--- config.mk ---
export PLATFORM = sky130hd
export DESIGN_NAME = apm_top
export DESIGN_NICKNAME = d
export VERILOG_FILES = /design/src/rtl/apm_pkg.sv /design/src/rtl/apm_top.sv /design/src/rtl/apm_rate_div.sv /design/src/rtl/apm_regfile.sv
export VERILOG_INCLUDE_DIRS = /design/src /design/src/rtl
export SDC_FILE = /design/constraint.sdc
export NUM_CORES = 1
export LEC_CHECK = 0
export BUFFER_PORTS_ARGS = -buffer_cell sky130_fd_sc_hd__buf_2
export CAP_MARGIN = 10
export CORE_MARGIN = 2
export CORE_UTILIZATION = 55
export CTS_CLUSTER_DIAMETER = 100
export CTS_CLUSTER_SIZE = 16
export DETAILED_ROUTE_END_ITERATION = 7
export GPL_TIMING_DRIVEN = 0
export MAX_ROUTING_LAYER = met4
export PLACE_DENSITY = 0.74
export SKIP_LAST_GASP = 1
export SYNTH_ARGS = -nofsm -noshare
export SYNTH_HDL_FRONTEND = slang
export SYNTH_SLANG_ARGS = --single-unit
export TNS_END_PERCENT = 20
--- constraint.sdc ---
create_clock -name clock -period 7.6 [get_ports clock]
set_input_delay 1.14 -clock clock [delete_from_list [all_inputs] [get_ports clock]]
set_output_delay 1.14 -clock clock [all_outputs]
set_load 0.01 [all_outputs]
--- src/rtl/apm_defines.svh ---
`ifndef APM_DEFINES_SVH
`define APM_DEFINES_SVH

// ****************************************************************
// Register offsets
// ****************************************************************
`define APM_ADDR_W              6
`define APM_ADDR_INACT_THRESH   6'h25
`define APM_ADDR_INACT_TIME     6'h26
`define APM_ADDR_RATE_SELECT    6'h2c
`define APM_ADDR_POWER_CONTROL  6'h2d

// ****************************************************************
// Field positions
// ****************************************************************
`define APM_PC_MEASURE_BIT      3
`define APM_PC_AUTO_SLEEP_BIT   4
`define APM_PC_LINK_BIT         5
`define APM_RS_LOW_POWER_BIT    4
`define APM_RS_CODE_MSB         3

// ****************************************************************
// Reset values
// ****************************************************************
`define APM_RST_INACT_THRESH    8'h00
`define APM_RST_INACT_TIME      8'h00
`define APM_RST_RATE_SELECT     8'h0a
`define APM_RST_POWER_CONTROL   8'h00
`define APM_RST_RDATA           8'h00

// ****************************************************************
// Rate codes and timing
// ****************************************************************
`define APM_RATE_CODE_MAX       4'hf
`define APM_RATE_CODE_MIN       4'h6
`define APM_SLEEP_RATE_CODE     4'h6
`define APM_CLK_HZ              10000000
`define APM_ODR_MAX_HZ          3200
`define APM_INACT_UNIT_S        1
`define APM_BASE_CYCLES         (`APM_CLK_HZ / `APM_ODR_MAX_HZ)
`define APM_SECOND_CYCLES       (`APM_CLK_HZ * `APM_INACT_UNIT_S)
`define APM_PERIOD_W            21
`define APM_SEC_CNT_W           24

`endif

--- src/rtl/apm_pkg.sv ---
package apm_pkg;

  typedef enum logic [1:0] {
    APM_STANDBY = 2'b00,
    APM_MEASURE = 2'b01,
    APM_SLEEP   = 2'b10
  } apm_mode_t;

  // One register access from the serial port front end
  typedef struct packed {
    logic       wr;
    logic       rd;
    logic [5:0] addr;
    logic [7:0] wdata;
  } apm_regbus_t;

  typedef struct packed {
    logic [7:0] inact_thresh;
    logic [7:0] inact_time;
    logic [7:0] rate_select;
    logic [7:0] power_control;
  } apm_cfg_t;

  // Per-axis acceleration magnitude from the sensing chain
  typedef struct packed {
    logic       valid;
    logic [7:0] x;
    logic [7:0] y;
    logic [7:0] z;
  } apm_sample_t;

endpackage : apm_pkg

--- src/rtl/apm_top.sv ---
`timescale 1ns/1ps
`include "apm_defines.svh"


module apm_top
  import apm_pkg::*;
#(
  parameter int BASE_CYCLES   = `APM_BASE_CYCLES,
  parameter int SECOND_CYCLES = `APM_SECOND_CYCLES
) (
  input  wire logic        clock,
  input  wire logic        nrst,
  input  wire apm_regbus_t reg_bus,
  input  wire apm_sample_t sample_in,
  output logic [7:0]       reg_rdata,
  output apm_mode_t        mode,
  output logic             sensing_en,
  output logic             low_power_active,
  output logic             sample_tick,
  output logic             convert_tick
);

  localparam int PW = `APM_PERIOD_W;
  localparam int SW = `APM_SEC_CNT_W;

  apm_cfg_t            cfg;
  apm_mode_t           next_mode;
  logic                measure_en;
  logic                autosleep_en;
  logic                low_power_sel;
  logic [3:0]          rate_code;
  logic                activity;
  logic [SW-1:0]       sec_cnt;
  logic [7:0]          idle_secs;
  logic                idle_expired;
  logic [PW-1:0]       odr_period;
  logic                odr_tick;
  logic                skip_phase;

  initial begin
    if (BASE_CYCLES < 1 || BASE_CYCLES * 512 >= (1 << PW)) begin
      $error("apm_top: BASE_CYCLES out of range");
    end
    if (SECOND_CYCLES < 1 || SECOND_CYCLES >= (1 << SW)) begin
      $error("apm_top: SECOND_CYCLES out of range");
    end
  end

  // ****************************************************************
  // Rate decode
  // ****************************************************************
  // Codes below the slowest listed rate are clamped to it
  function automatic logic [PW-1:0] rate_period(input logic [3:0] code);
    logic [3:0] c;
    c = (code < `APM_RATE_CODE_MIN) ? `APM_RATE_CODE_MIN : code;
    rate_period = PW'(BASE_CYCLES) << (`APM_RATE_CODE_MAX - c);
  endfunction : rate_period

  // Folded at elaboration so the reset branch loads a plain constant
  localparam logic [PW-1:0] RST_PERIOD =
    rate_period(4'(`APM_RST_RATE_SELECT));

  // ****************************************************************
  // Registers
  // ****************************************************************
  apm_regfile u_regs (
    .clock (clock),
    .nrst  (nrst),
    .bus   (reg_bus),
    .cfg   (cfg),
    .rdata (reg_rdata)
  );

  assign measure_en    = cfg.power_control[`APM_PC_MEASURE_BIT];
  assign autosleep_en  = cfg.power_control[`APM_PC_AUTO_SLEEP_BIT] &&
                         cfg.power_control[`APM_PC_LINK_BIT];
  assign low_power_sel = cfg.rate_select[`APM_RS_LOW_POWER_BIT];
  assign rate_code     = cfg.rate_select[`APM_RS_CODE_MSB:0];

  // ****************************************************************
  // Activity detection
  // ****************************************************************
  // Only a strict excess counts; equal to threshold stays idle
  assign activity = sample_in.valid &&
                    (sample_in.x > cfg.inact_thresh ||
                     sample_in.y > cfg.inact_thresh ||
                     sample_in.z > cfg.inact_thresh);

  // Second prescaler, runs only while measuring and quiet
  always_ff @(posedge clock or negedge nrst) begin
    if (!nrst) begin
      sec_cnt <= '0;
    end else if (mode != APM_MEASURE || activity) begin
      sec_cnt <= '0;
    end else if (sec_cnt >= SW'(SECOND_CYCLES - 1)) begin
      sec_cnt <= '0;
    end else begin
      sec_cnt <= sec_cnt + SW'(1);
    end
  end

  // Whole idle seconds, saturating so a long quiet spell never wraps
  always_ff @(posedge clock or negedge nrst) begin
    if (!nrst) begin
      idle_secs <= 8'h00;
    end else if (mode != APM_MEASURE || activity) begin
      idle_secs <= 8'h00;
    end else if (sec_cnt >= SW'(SECOND_CYCLES - 1) &&
                 idle_secs != 8'hff) begin
      idle_secs <= idle_secs + 8'h01;
    end
  end

  assign idle_expired = idle_secs >= cfg.inact_time;

  // ****************************************************************
  // Mode sequencer
  // ****************************************************************
  always_comb begin
    next_mode = mode;
    unique case (mode)
      APM_STANDBY: begin
        if (measure_en) begin
          next_mode = APM_MEASURE;
        end
      end
      APM_MEASURE: begin
        if (!measure_en) begin
          next_mode = APM_STANDBY;
        end else if (autosleep_en && idle_expired && !activity) begin
          next_mode = APM_SLEEP;
        end
      end
      APM_SLEEP: begin
        if (!measure_en) begin
          next_mode = APM_STANDBY;
        end else if (activity || !autosleep_en) begin
          next_mode = APM_MEASURE;
        end
      end
      default: next_mode = APM_STANDBY;
    endcase
  end

  always_ff @(posedge clock or negedge nrst) begin
    if (!nrst) begin
      mode <= APM_STANDBY;
    end else begin
      mode <= next_mode;
    end
  end

  // Sensing chain power follows the mode; registered from next_mode, so it
  // changes on the same edge as mode
  always_ff @(posedge clock or negedge nrst) begin
    if (!nrst) begin
      sensing_en <= 1'b0;
    end else begin
      sensing_en <= (next_mode != APM_STANDBY);
    end
  end

  // ****************************************************************
  // Output data rate
  // ****************************************************************
  always_ff @(posedge clock or negedge nrst) begin
    if (!nrst) begin
      odr_period <= RST_PERIOD;
    end else if (next_mode == APM_SLEEP) begin
      odr_period <= rate_period(`APM_SLEEP_RATE_CODE);
    end else begin
      odr_period <= rate_period(rate_code);
    end
  end

  apm_rate_div #(
    .PERIOD_W (PW)
  ) u_odr_div (
    .clock  (clock),
    .nrst   (nrst),
    .run    (next_mode != APM_STANDBY),
    .period (odr_period),
    .tick   (odr_tick)
  );

  // Low power converts on every other output tick; the output rate holds
  // and the skipped slot repeats the last result at slightly more noise
  always_ff @(posedge clock or negedge nrst) begin
    if (!nrst) begin
      skip_phase <= 1'b0;
    end else if (mode == APM_STANDBY || !low_power_sel) begin
      skip_phase <= 1'b0;
    end else if (odr_tick) begin
      skip_phase <= !skip_phase;
    end
  end

  always_ff @(posedge clock or negedge nrst) begin
    if (!nrst) begin
      sample_tick      <= 1'b0;
      convert_tick     <= 1'b0;
      low_power_active <= 1'b0;
    end else begin
      sample_tick      <= odr_tick && mode != APM_STANDBY;
      convert_tick     <= odr_tick && mode != APM_STANDBY &&
                          (!low_power_sel || !skip_phase);
      low_power_active <= low_power_sel && mode != APM_STANDBY;
    end
  end

  // ****************************************************************
  // Checks
  // ****************************************************************
  AST_RESET_STANDBY: assert property (@(posedge clock) disable iff (!nrst)
    !$past(nrst) |-> mode == APM_STANDBY && !sensing_en)
    else $error("not in standby after reset");

  AST_MEASURE_ENTRY: assert property (@(posedge clock) disable iff (!nrst)
    mode == APM_STANDBY && measure_en |=> mode == APM_MEASURE)
    else $error("measure bit did not start measuring");

  AST_STANDBY_RETURN: assert property (@(posedge clock) disable iff (!nrst)
    mode != APM_STANDBY && !measure_en |=>
      mode == APM_STANDBY ##1 !sensing_en)
    else $error("cleared measure bit did not reach standby");

  AST_NO_SAMPLE_STANDBY: assert property (@(posedge clock)
    disable iff (!nrst)
    mode == APM_STANDBY && $past(mode) == APM_STANDBY |->
      !sample_tick && !convert_tick)
    else $error("sample taken in standby");

  AST_CONVERT_IN_SLOT: assert property (@(posedge clock) disable iff (!nrst)
    convert_tick |-> sample_tick)
    else $error("conversion outside an output slot");

  AST_FULL_POWER_ALL: assert property (@(posedge clock) disable iff (!nrst)
    sample_tick && !$past(low_power_sel) |-> convert_tick)
    else $error("normal power skipped a conversion");

  AST_RATE_PERIOD: assert property (@(posedge clock) disable iff (!nrst)
    mode == APM_MEASURE && $stable(rate_code) && $past(mode) == APM_MEASURE
      |-> odr_period == rate_period(rate_code))
    else $error("output rate period mismatch");

  AST_SLEEP_RATE: assert property (@(posedge clock) disable iff (!nrst)
    mode == APM_SLEEP |->
      odr_period == rate_period(`APM_SLEEP_RATE_CODE))
    else $error("sleep rate not applied");

  AST_SLEEP_GATE: assert property (@(posedge clock) disable iff (!nrst)
    mode == APM_SLEEP && $past(mode) == APM_MEASURE |->
      $past(autosleep_en))
    else $error("sleep without both enable bits");

  AST_SLEEP_ENTRY: assert property (@(posedge clock) disable iff (!nrst)
    mode == APM_MEASURE && measure_en && autosleep_en &&
      idle_secs >= cfg.inact_time && !activity |=> mode == APM_SLEEP)
    else $error("idle time elapsed without sleeping");

  AST_IDLE_RESTART: assert property (@(posedge clock) disable iff (!nrst)
    activity |=> idle_secs == 8'h00 && sec_cnt == '0)
    else $error("idle count survived activity");

  AST_COUNT_ONLY_MEASURE: assert property (@(posedge clock)
    disable iff (!nrst)
    mode != APM_MEASURE |=> sec_cnt == '0)
    else $error("idle counted outside measurement");

  COV_MEASURE: cover property (@(posedge clock) disable iff (!nrst)
    mode == APM_STANDBY ##1 mode == APM_MEASURE);

  COV_AUTOSLEEP: cover property (@(posedge clock) disable iff (!nrst)
    mode == APM_MEASURE ##1 mode == APM_SLEEP);

  COV_WAKE: cover property (@(posedge clock) disable iff (!nrst)
    mode == APM_SLEEP ##1 mode == APM_MEASURE);

  COV_LOW_POWER: cover property (@(posedge clock) disable iff (!nrst)
    sample_tick && !convert_tick);

endmodule : apm_top

--- src/rtl/apm_rate_div.sv ---
`timescale 1ns/1ps
`include "apm_defines.svh"

module apm_rate_div
  import apm_pkg::*;
#(
  parameter int PERIOD_W = `APM_PERIOD_W
) (
  input  wire logic                clock,
  input  wire logic                nrst,
  input  wire logic                run,
  input  wire logic [PERIOD_W-1:0] period,
  output logic                     tick
);

  logic [PERIOD_W-1:0] count;

  initial begin
    if (PERIOD_W < 2) begin
      $error("apm_rate_div: PERIOD_W too small");
    end
  end

  // Restart from a full period whenever stopped, so the first tick after
  // wake-up is a whole period away
  always_ff @(posedge clock or negedge nrst) begin
    if (!nrst) begin
      count <= '0;
      tick  <= 1'b0;
    end else if (!run) begin
      count <= '0;
      tick  <= 1'b0;
    end else if (count + PERIOD_W'(1) >= period) begin
      count <= '0;
      tick  <= 1'b1;
    end else begin
      count <= count + PERIOD_W'(1);
      tick  <= 1'b0;
    end
  end

endmodule : apm_rate_div

--- src/rtl/apm_regfile.sv ---
`timescale 1ns/1ps
`include "apm_defines.svh"

module apm_regfile
  import apm_pkg::*;
(
  input  wire logic        clock,
  input  wire logic        nrst,
  input  wire apm_regbus_t bus,
  output apm_cfg_t         cfg,
  output logic [7:0]       rdata
);

  // ****************************************************************
  // Storage, open in every mode and never touched by mode changes
  // ****************************************************************
  always_ff @(posedge clock or negedge nrst) begin
    if (!nrst) begin
      cfg.inact_thresh  <= `APM_RST_INACT_THRESH;
      cfg.inact_time    <= `APM_RST_INACT_TIME;
      cfg.rate_select   <= `APM_RST_RATE_SELECT;
      cfg.power_control <= `APM_RST_POWER_CONTROL;
    end else if (bus.wr) begin
      unique case (bus.addr)
        `APM_ADDR_INACT_THRESH:  cfg.inact_thresh  <= bus.wdata;
        `APM_ADDR_INACT_TIME:    cfg.inact_time    <= bus.wdata;
        `APM_ADDR_RATE_SELECT:   cfg.rate_select   <= bus.wdata;
        `APM_ADDR_POWER_CONTROL: cfg.power_control <= bus.wdata;
        default: ;
      endcase
    end
  end

  // Unmapped offsets read as zero
  always_ff @(posedge clock or negedge nrst) begin
    if (!nrst) begin
      rdata <= `APM_RST_RDATA;
    end else if (bus.rd) begin
      unique case (bus.addr)
        `APM_ADDR_INACT_THRESH:  rdata <= cfg.inact_thresh;
        `APM_ADDR_INACT_TIME:    rdata <= cfg.inact_time;
        `APM_ADDR_RATE_SELECT:   rdata <= cfg.rate_select;
        `APM_ADDR_POWER_CONTROL: rdata <= cfg.power_control;
        default:                 rdata <= `APM_RST_RDATA;
      endcase
    end
  end

  AST_WRITE_HOLDS: assert property (@(posedge clock) disable iff (!nrst)
    bus.wr && bus.addr == `APM_ADDR_POWER_CONTROL |=>
      cfg.power_control == $past(bus.wdata))
    else $error("power control write not stored");

  AST_READ_BACK: assert property (@(posedge clock) disable iff (!nrst)
    bus.rd && !bus.wr && bus.addr == `APM_ADDR_RATE_SELECT |=>
      rdata == cfg.rate_select)
    else $error("rate select read data wrong");

endmodule : apm_regfile

# Yosys cells after proc, flatten, opt, wreduce, memory -nomap -nowiden
# Cells that the tools add are included.
# Widths: inputs -> output; s select.
# totals
regBits	122
latchBits	0
ram_bits	0
mem_bits_ro	0
input_bits	43
output_inout_bits	14
elab_cells	83
memories	0
# op_classes
add_sub_neg	4
n_mul	0
div_mod_pow	0
n_lt_le_gt_ge	7
n_eq_ne	9
shift	1
mux	19
bitwise_logic	0
reduce_logical	27
# op_table
cell	n
$mux 21	3
$mux 24	2
$pmux 8 s4	1
$add 24x1->24 const B	1
$eq 6x6->1 const B	4
$ge 24x24->1 const B	1
$gt 8x8->1	3
$add 21x1->21 const B	1
$ge 21x21->1	1
$shl 12x4->21 const A	1
$mux 8	2
$mux 2	5
$add 8x1->8 const B	1
$ge 8x8->1	1
$logic_and 1x1->1	8
$ne 8x8->1 const B	1
$reduce_and 2->1	4
$reduce_bool 2->1	4
$logic_or 1x1->1	6
$pmux 2 s3	1
$eq 2x2->1 const B	2
$logic_not 1->1	4
$lt 4x3->1 const B	1
$mux 1	4
5 further kinds	5

# Logic depth before layout (Yosys ltp)
# Gate-level depths: netlist of run 1.
# logic_depth
ltp_word	11
ltp_mapped	16
mapped_depth_nobuf	15

# Hierarchy
# Synthesis of run 1 repeated with hierarchy kept, for this count alone.
# unflattened
cells_unflattened	720
area_unflattened_um2	7267.0
# modules_own_cells
module	n_inst	cells_each	area_per_inst_um2	seq_area_each_um2
apm_top	1	419	3860.0	1508.9
apm_regfile	1	124	1780.5	1003.5
apm_rate_div	1	177	1626.6	550.5

# Least setup slack after synthesis of run 1
# Ideal clock, no wire load.
# synth_timing
kind	reg2reg
from	register u_odr_div.count[0]
to	register u_odr_div.count[10]
setup_time_ps	63
arrival_ps	2927
required_ps	7537
setup_slack_ps	4610
stages_incl_launch_ff	17
n_path_buf	1
period_less_slack_ps	2990
cell_sequence	dfrtp_1 ha_1 nand2_1 nor2_1 nand2_1 nor2_1 nand3_1 xnor2_1 ha_1 a21o_1 a21o_1 a21oi_1 nand2_1 nor4b_1 or2_4 buf_6 and2_4
# synth_via
elab_chain_len	4
# synth_lines
element	line	text
start, declared	apm_rate_div.sv:16	logic [PERIOD_W-1:0] count;
start signal, assigned	apm_rate_div.sv:37	count <= count + PERIOD_W'(1);
$add 21x1->21 *	apm_rate_div.sv:33, apm_rate_div.sv:37	
$ge 21x21->1	apm_rate_div.sv:33	end else if (count + PERIOD_W'(1) >= period) begin
$mux 21 *	apm_rate_div.sv:33	
$mux 21 *	apm_rate_div.sv:30	end else if (!run) begin
# Every way passes the cells marked *; elsewhere a longest branch is shown, timed or not.
# A chain may end at the register's enable or synchronous reset.

# Worst setup path in the final report of run 1
# layout_timing
from	register u_odr_div.count[0]
to	register u_odr_div.count[9]
# Same word-level chain as after synthesis.

==> results of run 1 <==
cell type report:
cell class / count / area [µm²] / area share [%]
Tap cell: 168 / 210.2 / 2.662
Multi-Input combinational cell: 465 / 3472 / 43.96
Clock buffer: 29 / 510.5 / 6.464
Timing Repair Buffer: 56 / 309.0 / 3.913
Clock inverter: 3 / 40.04 / 0.5070
Inverter: 58 / 217.7 / 2.757
Sequential cell: 122 / 3063 / 38.78
Buffer: 13 / 75.07 / 0.9506
power breakdown:
group	switching, mW	total, mW	internal, mW
clock	0.263	0.746	0.483
sequential	0.0299	0.730	0.700
combinational	0.144	0.259	0.116
flip-flops by register name (all words and copies together), names as in the netlist, 2 cells and up:
register,count
u_regs.rdata,8
sec_cnt,24
mode,2
u_regs.cfg,32
odr_period,21
u_odr_div.count,21
idle_secs,8
cell families (layout without fill, tap and decap cells):
| group | Yosys count | in the layout |
|---|---|---|
| xor gates and xnor gates | 49 | 49 |
| DFF | 122 | 122 |
| muxes | 36 | 36 |
| buffers and inverters | 71 | 159 |
| AOI/OAI and AO/OA | 97 | 97 |
| adders and majority gates | 63 | 63 |
| and+or+nand+nor | 220 | 220 |
cells in the mapped netlist (all sizes together) (3+ instances only):
master | count | area, µm²
a221oi | 8 | 70.07
dfrtp | 114 | 2853
nor4 | 3 | 18.77
nand3 | 29 | 145.1
a21oi | 21 | 105.1
a21o | 8 | 60.06
nor3 | 7 | 35.03
a31oi | 4 | 31.28
o22ai | 10 | 62.56
nor2b | 8 | 50.05
nand2 | 43 | 163.9
o21ai | 11 | 55.05
xnor2 | 19 | 166.4
nand4 | 18 | 112.6
nor2 | 52 | 197.7
mux2 | 32 | 360.4
and2 | 24 | 200.2
o211ai | 4 | 30.03
a21boi | 3 | 22.52
xor2 | 30 | 262.8
ha | 63 | 788.3
clkbuf | 5 | 18.77
a22o | 8 | 70.07
and3 | 17 | 106.4
dfstp | 8 | 210.2
buf | 8 | 56.30
mux2i | 4 | 40.04
inv | 58 | 217.7
nand3b | 3 | 22.52
o21a | 3 | 22.52
nand2b | 9 | 56.30
metrics by stage:
step	std cells	setup WS, ns	cell area, µm²
floorplan	658	4.610	6828
global placement	881	3.999	7313
detailed placement	882	3.998	7347
CTS	914	3.966	7898
global route	914	3.624	7898
finish	914	3.995	7898
cells in the final DEF (no fill, tap or decap), types with 4 or more instances in the layout:
cell / count
nor3_1: 7
o21ai_0: 11
nand3_1: 29
and2_1: 4
xnor2_1: 19
nor2b_1: 8
a21o_1: 8
clkbuf_1: 13
o211ai_1: 4
buf_6: 4
dfrtp_1: 114
mux2_2: 32
ha_1: 63
o22ai_1: 10
a221oi_1: 8
clkbuf_8: 4
inv_1: 57
clkbuf_16: 17
a21oi_1: 21
xor2_1: 30
nand2_1: 42
nand2b_1: 9
mux2i_1: 4
and2_4: 20
and3_1: 17
a22o_1: 8
dfstp_2: 8
buf_2: 57
nor2_1: 51
nand4_1: 18
how the worst min path moves through the flow:
stage                    start           end  slack (ns)  cells past startpoint
finish              skip_phase  convert_tick        0.47                      1
global route        skip_phase  convert_tick        0.51                      1
CTS                 skip_phase  convert_tick        0.48                      1
detailed placement  skip_phase  convert_tick        0.47                      1
global placement    skip_phase  convert_tick        0.47                      1
floorplan           skip_phase  convert_tick        0.45                      1
critical path, delay by kind of cell (launching register included):
family / cells / cell delay, ns
flops: 1 / 0.41
compound gates: 3 / 0.63
xor+xnor: 1 / 0.21
simple gates: 9 / 1.63
buf+inv: 1 / 0.14
fa+ha+maj: 2 / 0.52
layer usage:
metal | vias to the layer above | global-route usage [%] | routed length, µm
met1 | 2449 | 26.29 | 5917
met3 | 35 | 4.603 | 521
met2 | 130 | 40.62 | 7095
li1 | 2459 | - | -
met5 | - | - | 0
met4 | 0 | 10.36 | 337
==> results_dict.tcl, run 1 <==
set metrics [dict create \
    synthArstFlopShare_pct 100.0 \
    postLayoutCoreUtil_pct 65.48 \
    synthSimpleGateAreaFrac_pct 17.23 \
    finalSetupViolations 0 \
    hp-class "reg2reg" \
    clock_skew_ns 0.008051 \
    cts.path.max_buffers 2 \
    rrSetupSlack_ns 3.99 \
    grt_usage_pct 23.45 \
    port_buffers 55 \
    synth_top_family_by_area "simple AND/OR/NAND/NOR gates" \
    grt_overflow_total 0 \
    cts_htree_levels 4 \
    worstSetupStartpointType "flop" \
    syn_area_mm2 0.006828 \
    coreArea_mm2 0.01206 \
    syn_nets 764 \
    drt_iter0_drc 258 \
    drc 0 \
    n_antenna_cell 0 \
    yosysWarnings 0 \
    path_clk_slew_ns 0.05 \
    synth_seq_area_share_pct 44.86 \
    layout-drive-gt1-share_pct 20.64 \
    post_cts_resize_count 0 \
    synth_compound_area_share_pct 9.932 \
    rsz0062_at_grt "false" \
    layout.nets 839 \
    max_slew_margin_pct 42.32 \
    detail_route.wl_per_cell_um 15.18 \
    clkSinkCount 122 \
    fmax_mhz 277.4 \
    die_h_um 115.4 \
    grt_pass1_wl_um 23810 \
    worstReg2RegStart "u_odr_div.count[0]" \
    slowest_stage "dfrtp_1" \
    power_mw 1.735 \
    row_count 40 \
    synthFlopType "dfrtp_1" \
    area_growth_pct 15.67 \
    clockRootBuffer "clkbuf_16" \
    path_class "reg2reg" \
    synth_fa_ha_area_share_pct 11.54 \
    vias 5073 \
    gp_congestion 0.8636 \
    hold_buffers 0 \
    r2r-end "u_odr_div.count[9]" \
    cp_data_required_time_ns 7.95 \
    grt_pass1_vias 5279 \
    cpMostUsedCell "nand2_1" \
    rr_worst_depth 16 \
    die_x_um 115.4 \
    yosysUniqueCellTypes 58 \
    end_kind "flop" \
    ant_nets 0 \
    synth-xor-area-share_pct 6.286 \
    netlist_instances 658 \
    status "complete, no violations" \
    slew_violations 0 \
    insertion_delay_ns 0.42 \
    drt-total-wl_um 13870 \
    period_share_pct 47.43 \
    critical_path.endpoint "u_odr_div.count[9]" \
    peakVddDrop_mv 0.1219 \
    initial_utilization_pct 56.61 \
    fillers 940 \
    crit_chain "ha_1 > nand2_1 > nor2_1 > nand2_1 > nor2_1 > nand3_1 > xnor2_1 > ha_1 > a21o_1 > a21o_1 > a21oi_1 > nand2_1 > nor4b_1 > or2_4 > buf_6 > and2_4" \
    first_pass_iters 5 \
    synth_seq_cells 122 \
    grt_max_degree 104 \
    post_cts_buffers 0 \
    whs_ns 0.4749 \
    vias_per_cell 5.550 \
    setup_tns_ns 0 \
    dieArea_mm2 0.01332 \
    powerDensity_mw_per_mm2 219.7 \
    synthMuxAreaShare_pct 5.864 \
    max_stage_delay_ns 0.41 \
    p_leak_nw 3.821 \
    synth-edff-count 0 \
    numCtsBuffers 17 \
    antenna_found_initial 0 \
    finalCriticalPeriod_ns 3.605 \
    arrival_ns 3.96 \
    tritoncts "built" \
    dpl.hpwl_um 10490 \
    crit_start "u_odr_div.count[0]" \
    syn_avg_cell_area_um2 10.38 \
    finalHoldViolations 0 \
    tightest_slew_ns 0.8630 \
    path_max_fanout 10 \
    ios 57 \
    drv_cap 0 \
]
Power figures use the tool's default switching activity.
==> run 2: changes to the inputs <==
--- a/config.mk
+++ b/config.mk
@@ -15,7 +15,7 @@
 export DETAILED_ROUTE_END_ITERATION = 7
 export GPL_TIMING_DRIVEN = 0
 export MAX_ROUTING_LAYER = met4
-export PLACE_DENSITY = 0.74
+export PLACE_DENSITY = 0.77
 export SKIP_LAST_GASP = 1
 export SYNTH_ARGS = -nofsm -noshare
 export SYNTH_HDL_FRONTEND = slang
==> constraint.sdc (replaced) <==
create_clock -name clock -period 3 [get_ports clock]
set_input_delay 0.45 -clock clock [delete_from_list [all_inputs] [get_ports clock]]
set_output_delay 0.45 -clock clock [all_outputs]
set_load 0.01 [all_outputs]
==> run 2 against run 1 <==
The run now ends with setup timing left. Register-to-register slack lost 4.2 ns. Worst hold slack worse by 0.15 ns. Critical path depth decreased by 2. Routed wire length up 3.3%. Fmax is 13% higher. First-iteration DRC count rose by 64%. Sequential share of layout area is 1.1 points lower. Critical path type unchanged. Die area is the same. Non-clock buffer count grew 21. Power rose to 2.5 times the previous value. Worst setup slack got worse by 4.2 ns.
==> results_dict.tcl, run 2 (synthesis gave the netlist of run 1 again) <==
set metrics [dict create \
    rsz0062_at_grt "true" \
    largest_reg_flops 32 \
    path_delay_family "simple AND/OR/NAND/NOR gates" \
    placed_area_mm2 0.007347 \
    layout.nets 860 \
    vias_per_cell 5.471 \
    crit_buf_inv 2 \
    seqCellArea_mm2 0.003064 \
    coreArea_mm2 0.01206 \
    max_stage_delay_ns 0.37 \
    grt_pass1_vias 5336 \
    cts_htree_levels 4 \
    clockRootBuffer "clkbuf_16" \
    grt_use_met3_pct 4.550 \
    fmax_mhz 312.3 \
    dpl.hpwl_um 10330 \
    layout-drive-gt1-share_pct 25.29 \
    peakVddDrop_mv 0.3279 \
    antenna_found_initial 0 \
    vias 5115 \
    whs_ns 0.3247 \
    end_kind "flop" \
    gp_congestion 0.8403 \
    path_class "reg2reg" \
    setup_tns_ns -3.987 \
    slew_violations 0 \
    detail_route.wl_per_cell_um 15.33 \
    grt_usage_pct 24.01 \
    max_slew_margin_pct 44.04 \
    die_x_um 115.4 \
    powerDensity_mw_per_mm2 534.3 \
    multi_input_area_mm2 0.003556 \
    arrival_ns 3.50 \
    hp-class "in2reg" \
    finalSetupViolations 21 \
    numCtsBuffers 17 \
    postLayoutCoreUtil_pct 67.33 \
    period_share_pct 106.7 \
    p_leak_nw 3.941 \
    crit_chain "nand4_1 > buf_4 > nor2_4 > nand4_1 > xnor2_2 > ha_1 > and4_1 > nand4_1 > nor4_4 > a211oi_2 > a41o_1 > or2_4 > buf_6 > and2_4" \
    first_pass_iters 4 \
    cts.path.max_buffers 2 \
    drv_cap 0 \
    initial_utilization_pct 56.61 \
    busiest_layer "met2" \
    dieArea_mm2 0.01332 \
    insertion_delay_ns 0.42 \
    worstSetupStartpointType "flop" \
    drt_iter0_drc 424 \
    ant_nets 0 \
    fillers 905 \
    grt.met1_usage_pct 27.19 \
    path_clk_slew_ns 0.05 \
    die_h_um 115.4 \
    regMostFlops "u_regs.cfg" \
    slowest_stage "dfrtp_1" \
    grt_overflow_total 0 \
    finalCriticalPeriod_ns 3.202 \
    area_growth_pct 18.95 \
    ios 57 \
    violations "setup timing" \
    n_antenna_cell 0 \
    layout_common_cells "113 x dfrtp_1, 62 x ha_1, 57 x inv_1, 57 x buf_2, 48 x nor2_1" \
    port_buffers 55 \
    tritoncts "built" \
    status "complete, but fails checks" \
    grt_max_degree 104 \
    clkSinkCount 122 \
    grt_pass1_wl_um 24160 \
    mostFrequentLayoutCell "dfrtp_1" \
    use_met2_pct 41.44 \
    finalHoldViolations 0 \
    place_inst 882 \
    row_count 40 \
    final_cell_count_no_fill 935 \
    cpMostUsedCell "nand4_1" \
    path_max_fanout 10 \
    clock_skew_ns 0.008636 \
    drt-total-wl_um 14340 \
    cp_data_required_time_ns 3.30 \
    tightest_slew_ns 0.8373 \
    worst_slack_ns -0.2019 \
    top_regs "u_regs.cfg (32), sec_cnt (24)" \
    drc 0 \
    final_cell_area_mm2 0.008122 \
]
## run 2: changes by cell type in the layout (fill, tap and decap cells not counted), moves of 3 or more
cell,change
buf_4,+20
clkbuf_1,-5
clkinv_2,+6
nor2_1,-3
nor2_4,+3
## run 2: path summary, 6_finish.rpt
path	slack [ns]	depth (start not counted)	start	to
min	0.32	2	reg_bus[7]	u_regs.cfg[23]
max	-0.20	14	u_odr_div.count[5]	u_odr_div.count[16]
max in group asynchronous	1.83	3	nrst	sec_cnt[4]
max reg2reg	-0.20	14	u_odr_div.count[5]	u_odr_div.count[16]
min reg2reg	0.48	1	skip_phase	convert_tick
min in group asynchronous	0.44	2	nrst	u_odr_div.count[3]
## run 2: cell type report
class | instances | share of cell area (%)
timing repair buffer | 77 | 5.777
sequential | 122 | 37.73
clock inverter | 9 | 0.5854
tap | 168 | 2.588
clock buffer | 23 | 5.885
inverter | 58 | 2.681
multi-input combinational | 465 | 43.78
buffer | 13 | 0.9706
## run 2: through the flow
stage	power, mW	worst slack (ns)
final	4.339	-0.2019
after global routing	4.564	-0.3770
after CTS	4.358	-0.06672
after detailed placement	2.531	-0.5649
after global placement	2.480	-0.4460
after floorplan	2.306	0.009763
## run 2: where the power goes
part           switching (mW)  internal [mW]  total [mW]  leakage [nW]
registers              0.0755           1.77        1.85          1.63
clock network           0.676           1.10        1.78         0.266
logic                   0.385          0.325       0.710          2.05
## run 2: repair_timing
action,in CTS,in global routing
resized for setup,18,2
buffers inserted,15,5
hold buffers,1,0
pin swaps,18,7
setup endpoints to repair,21,22
endpoints found under the hold margin,19,0
## run 2: routing by layer
layer  wire length, µm  vias to the layer above  share of wire, %
met5                 0                        -                 0
met4               286                        0               2.0
met3               398                       20               2.8
met2              7525                       79                52
met1              6125                     2514                43
li1                  -                     2502                 -
## run 2: worst reg2reg max path: stages (launching register included)
cell	delay, ns
dfrtp_1	0.37
nand4_1	0.19
buf_4	0.21
nor2_4	0.15
nand4_1	0.15
xnor2_2	0.18
ha_1	0.30
and4_1	0.20
nand4_1	0.16
nor4_4	0.31
a211oi_2	0.10
a41o_1	0.22
or2_4	0.26
buf_6	0.15
and2_4	0.15
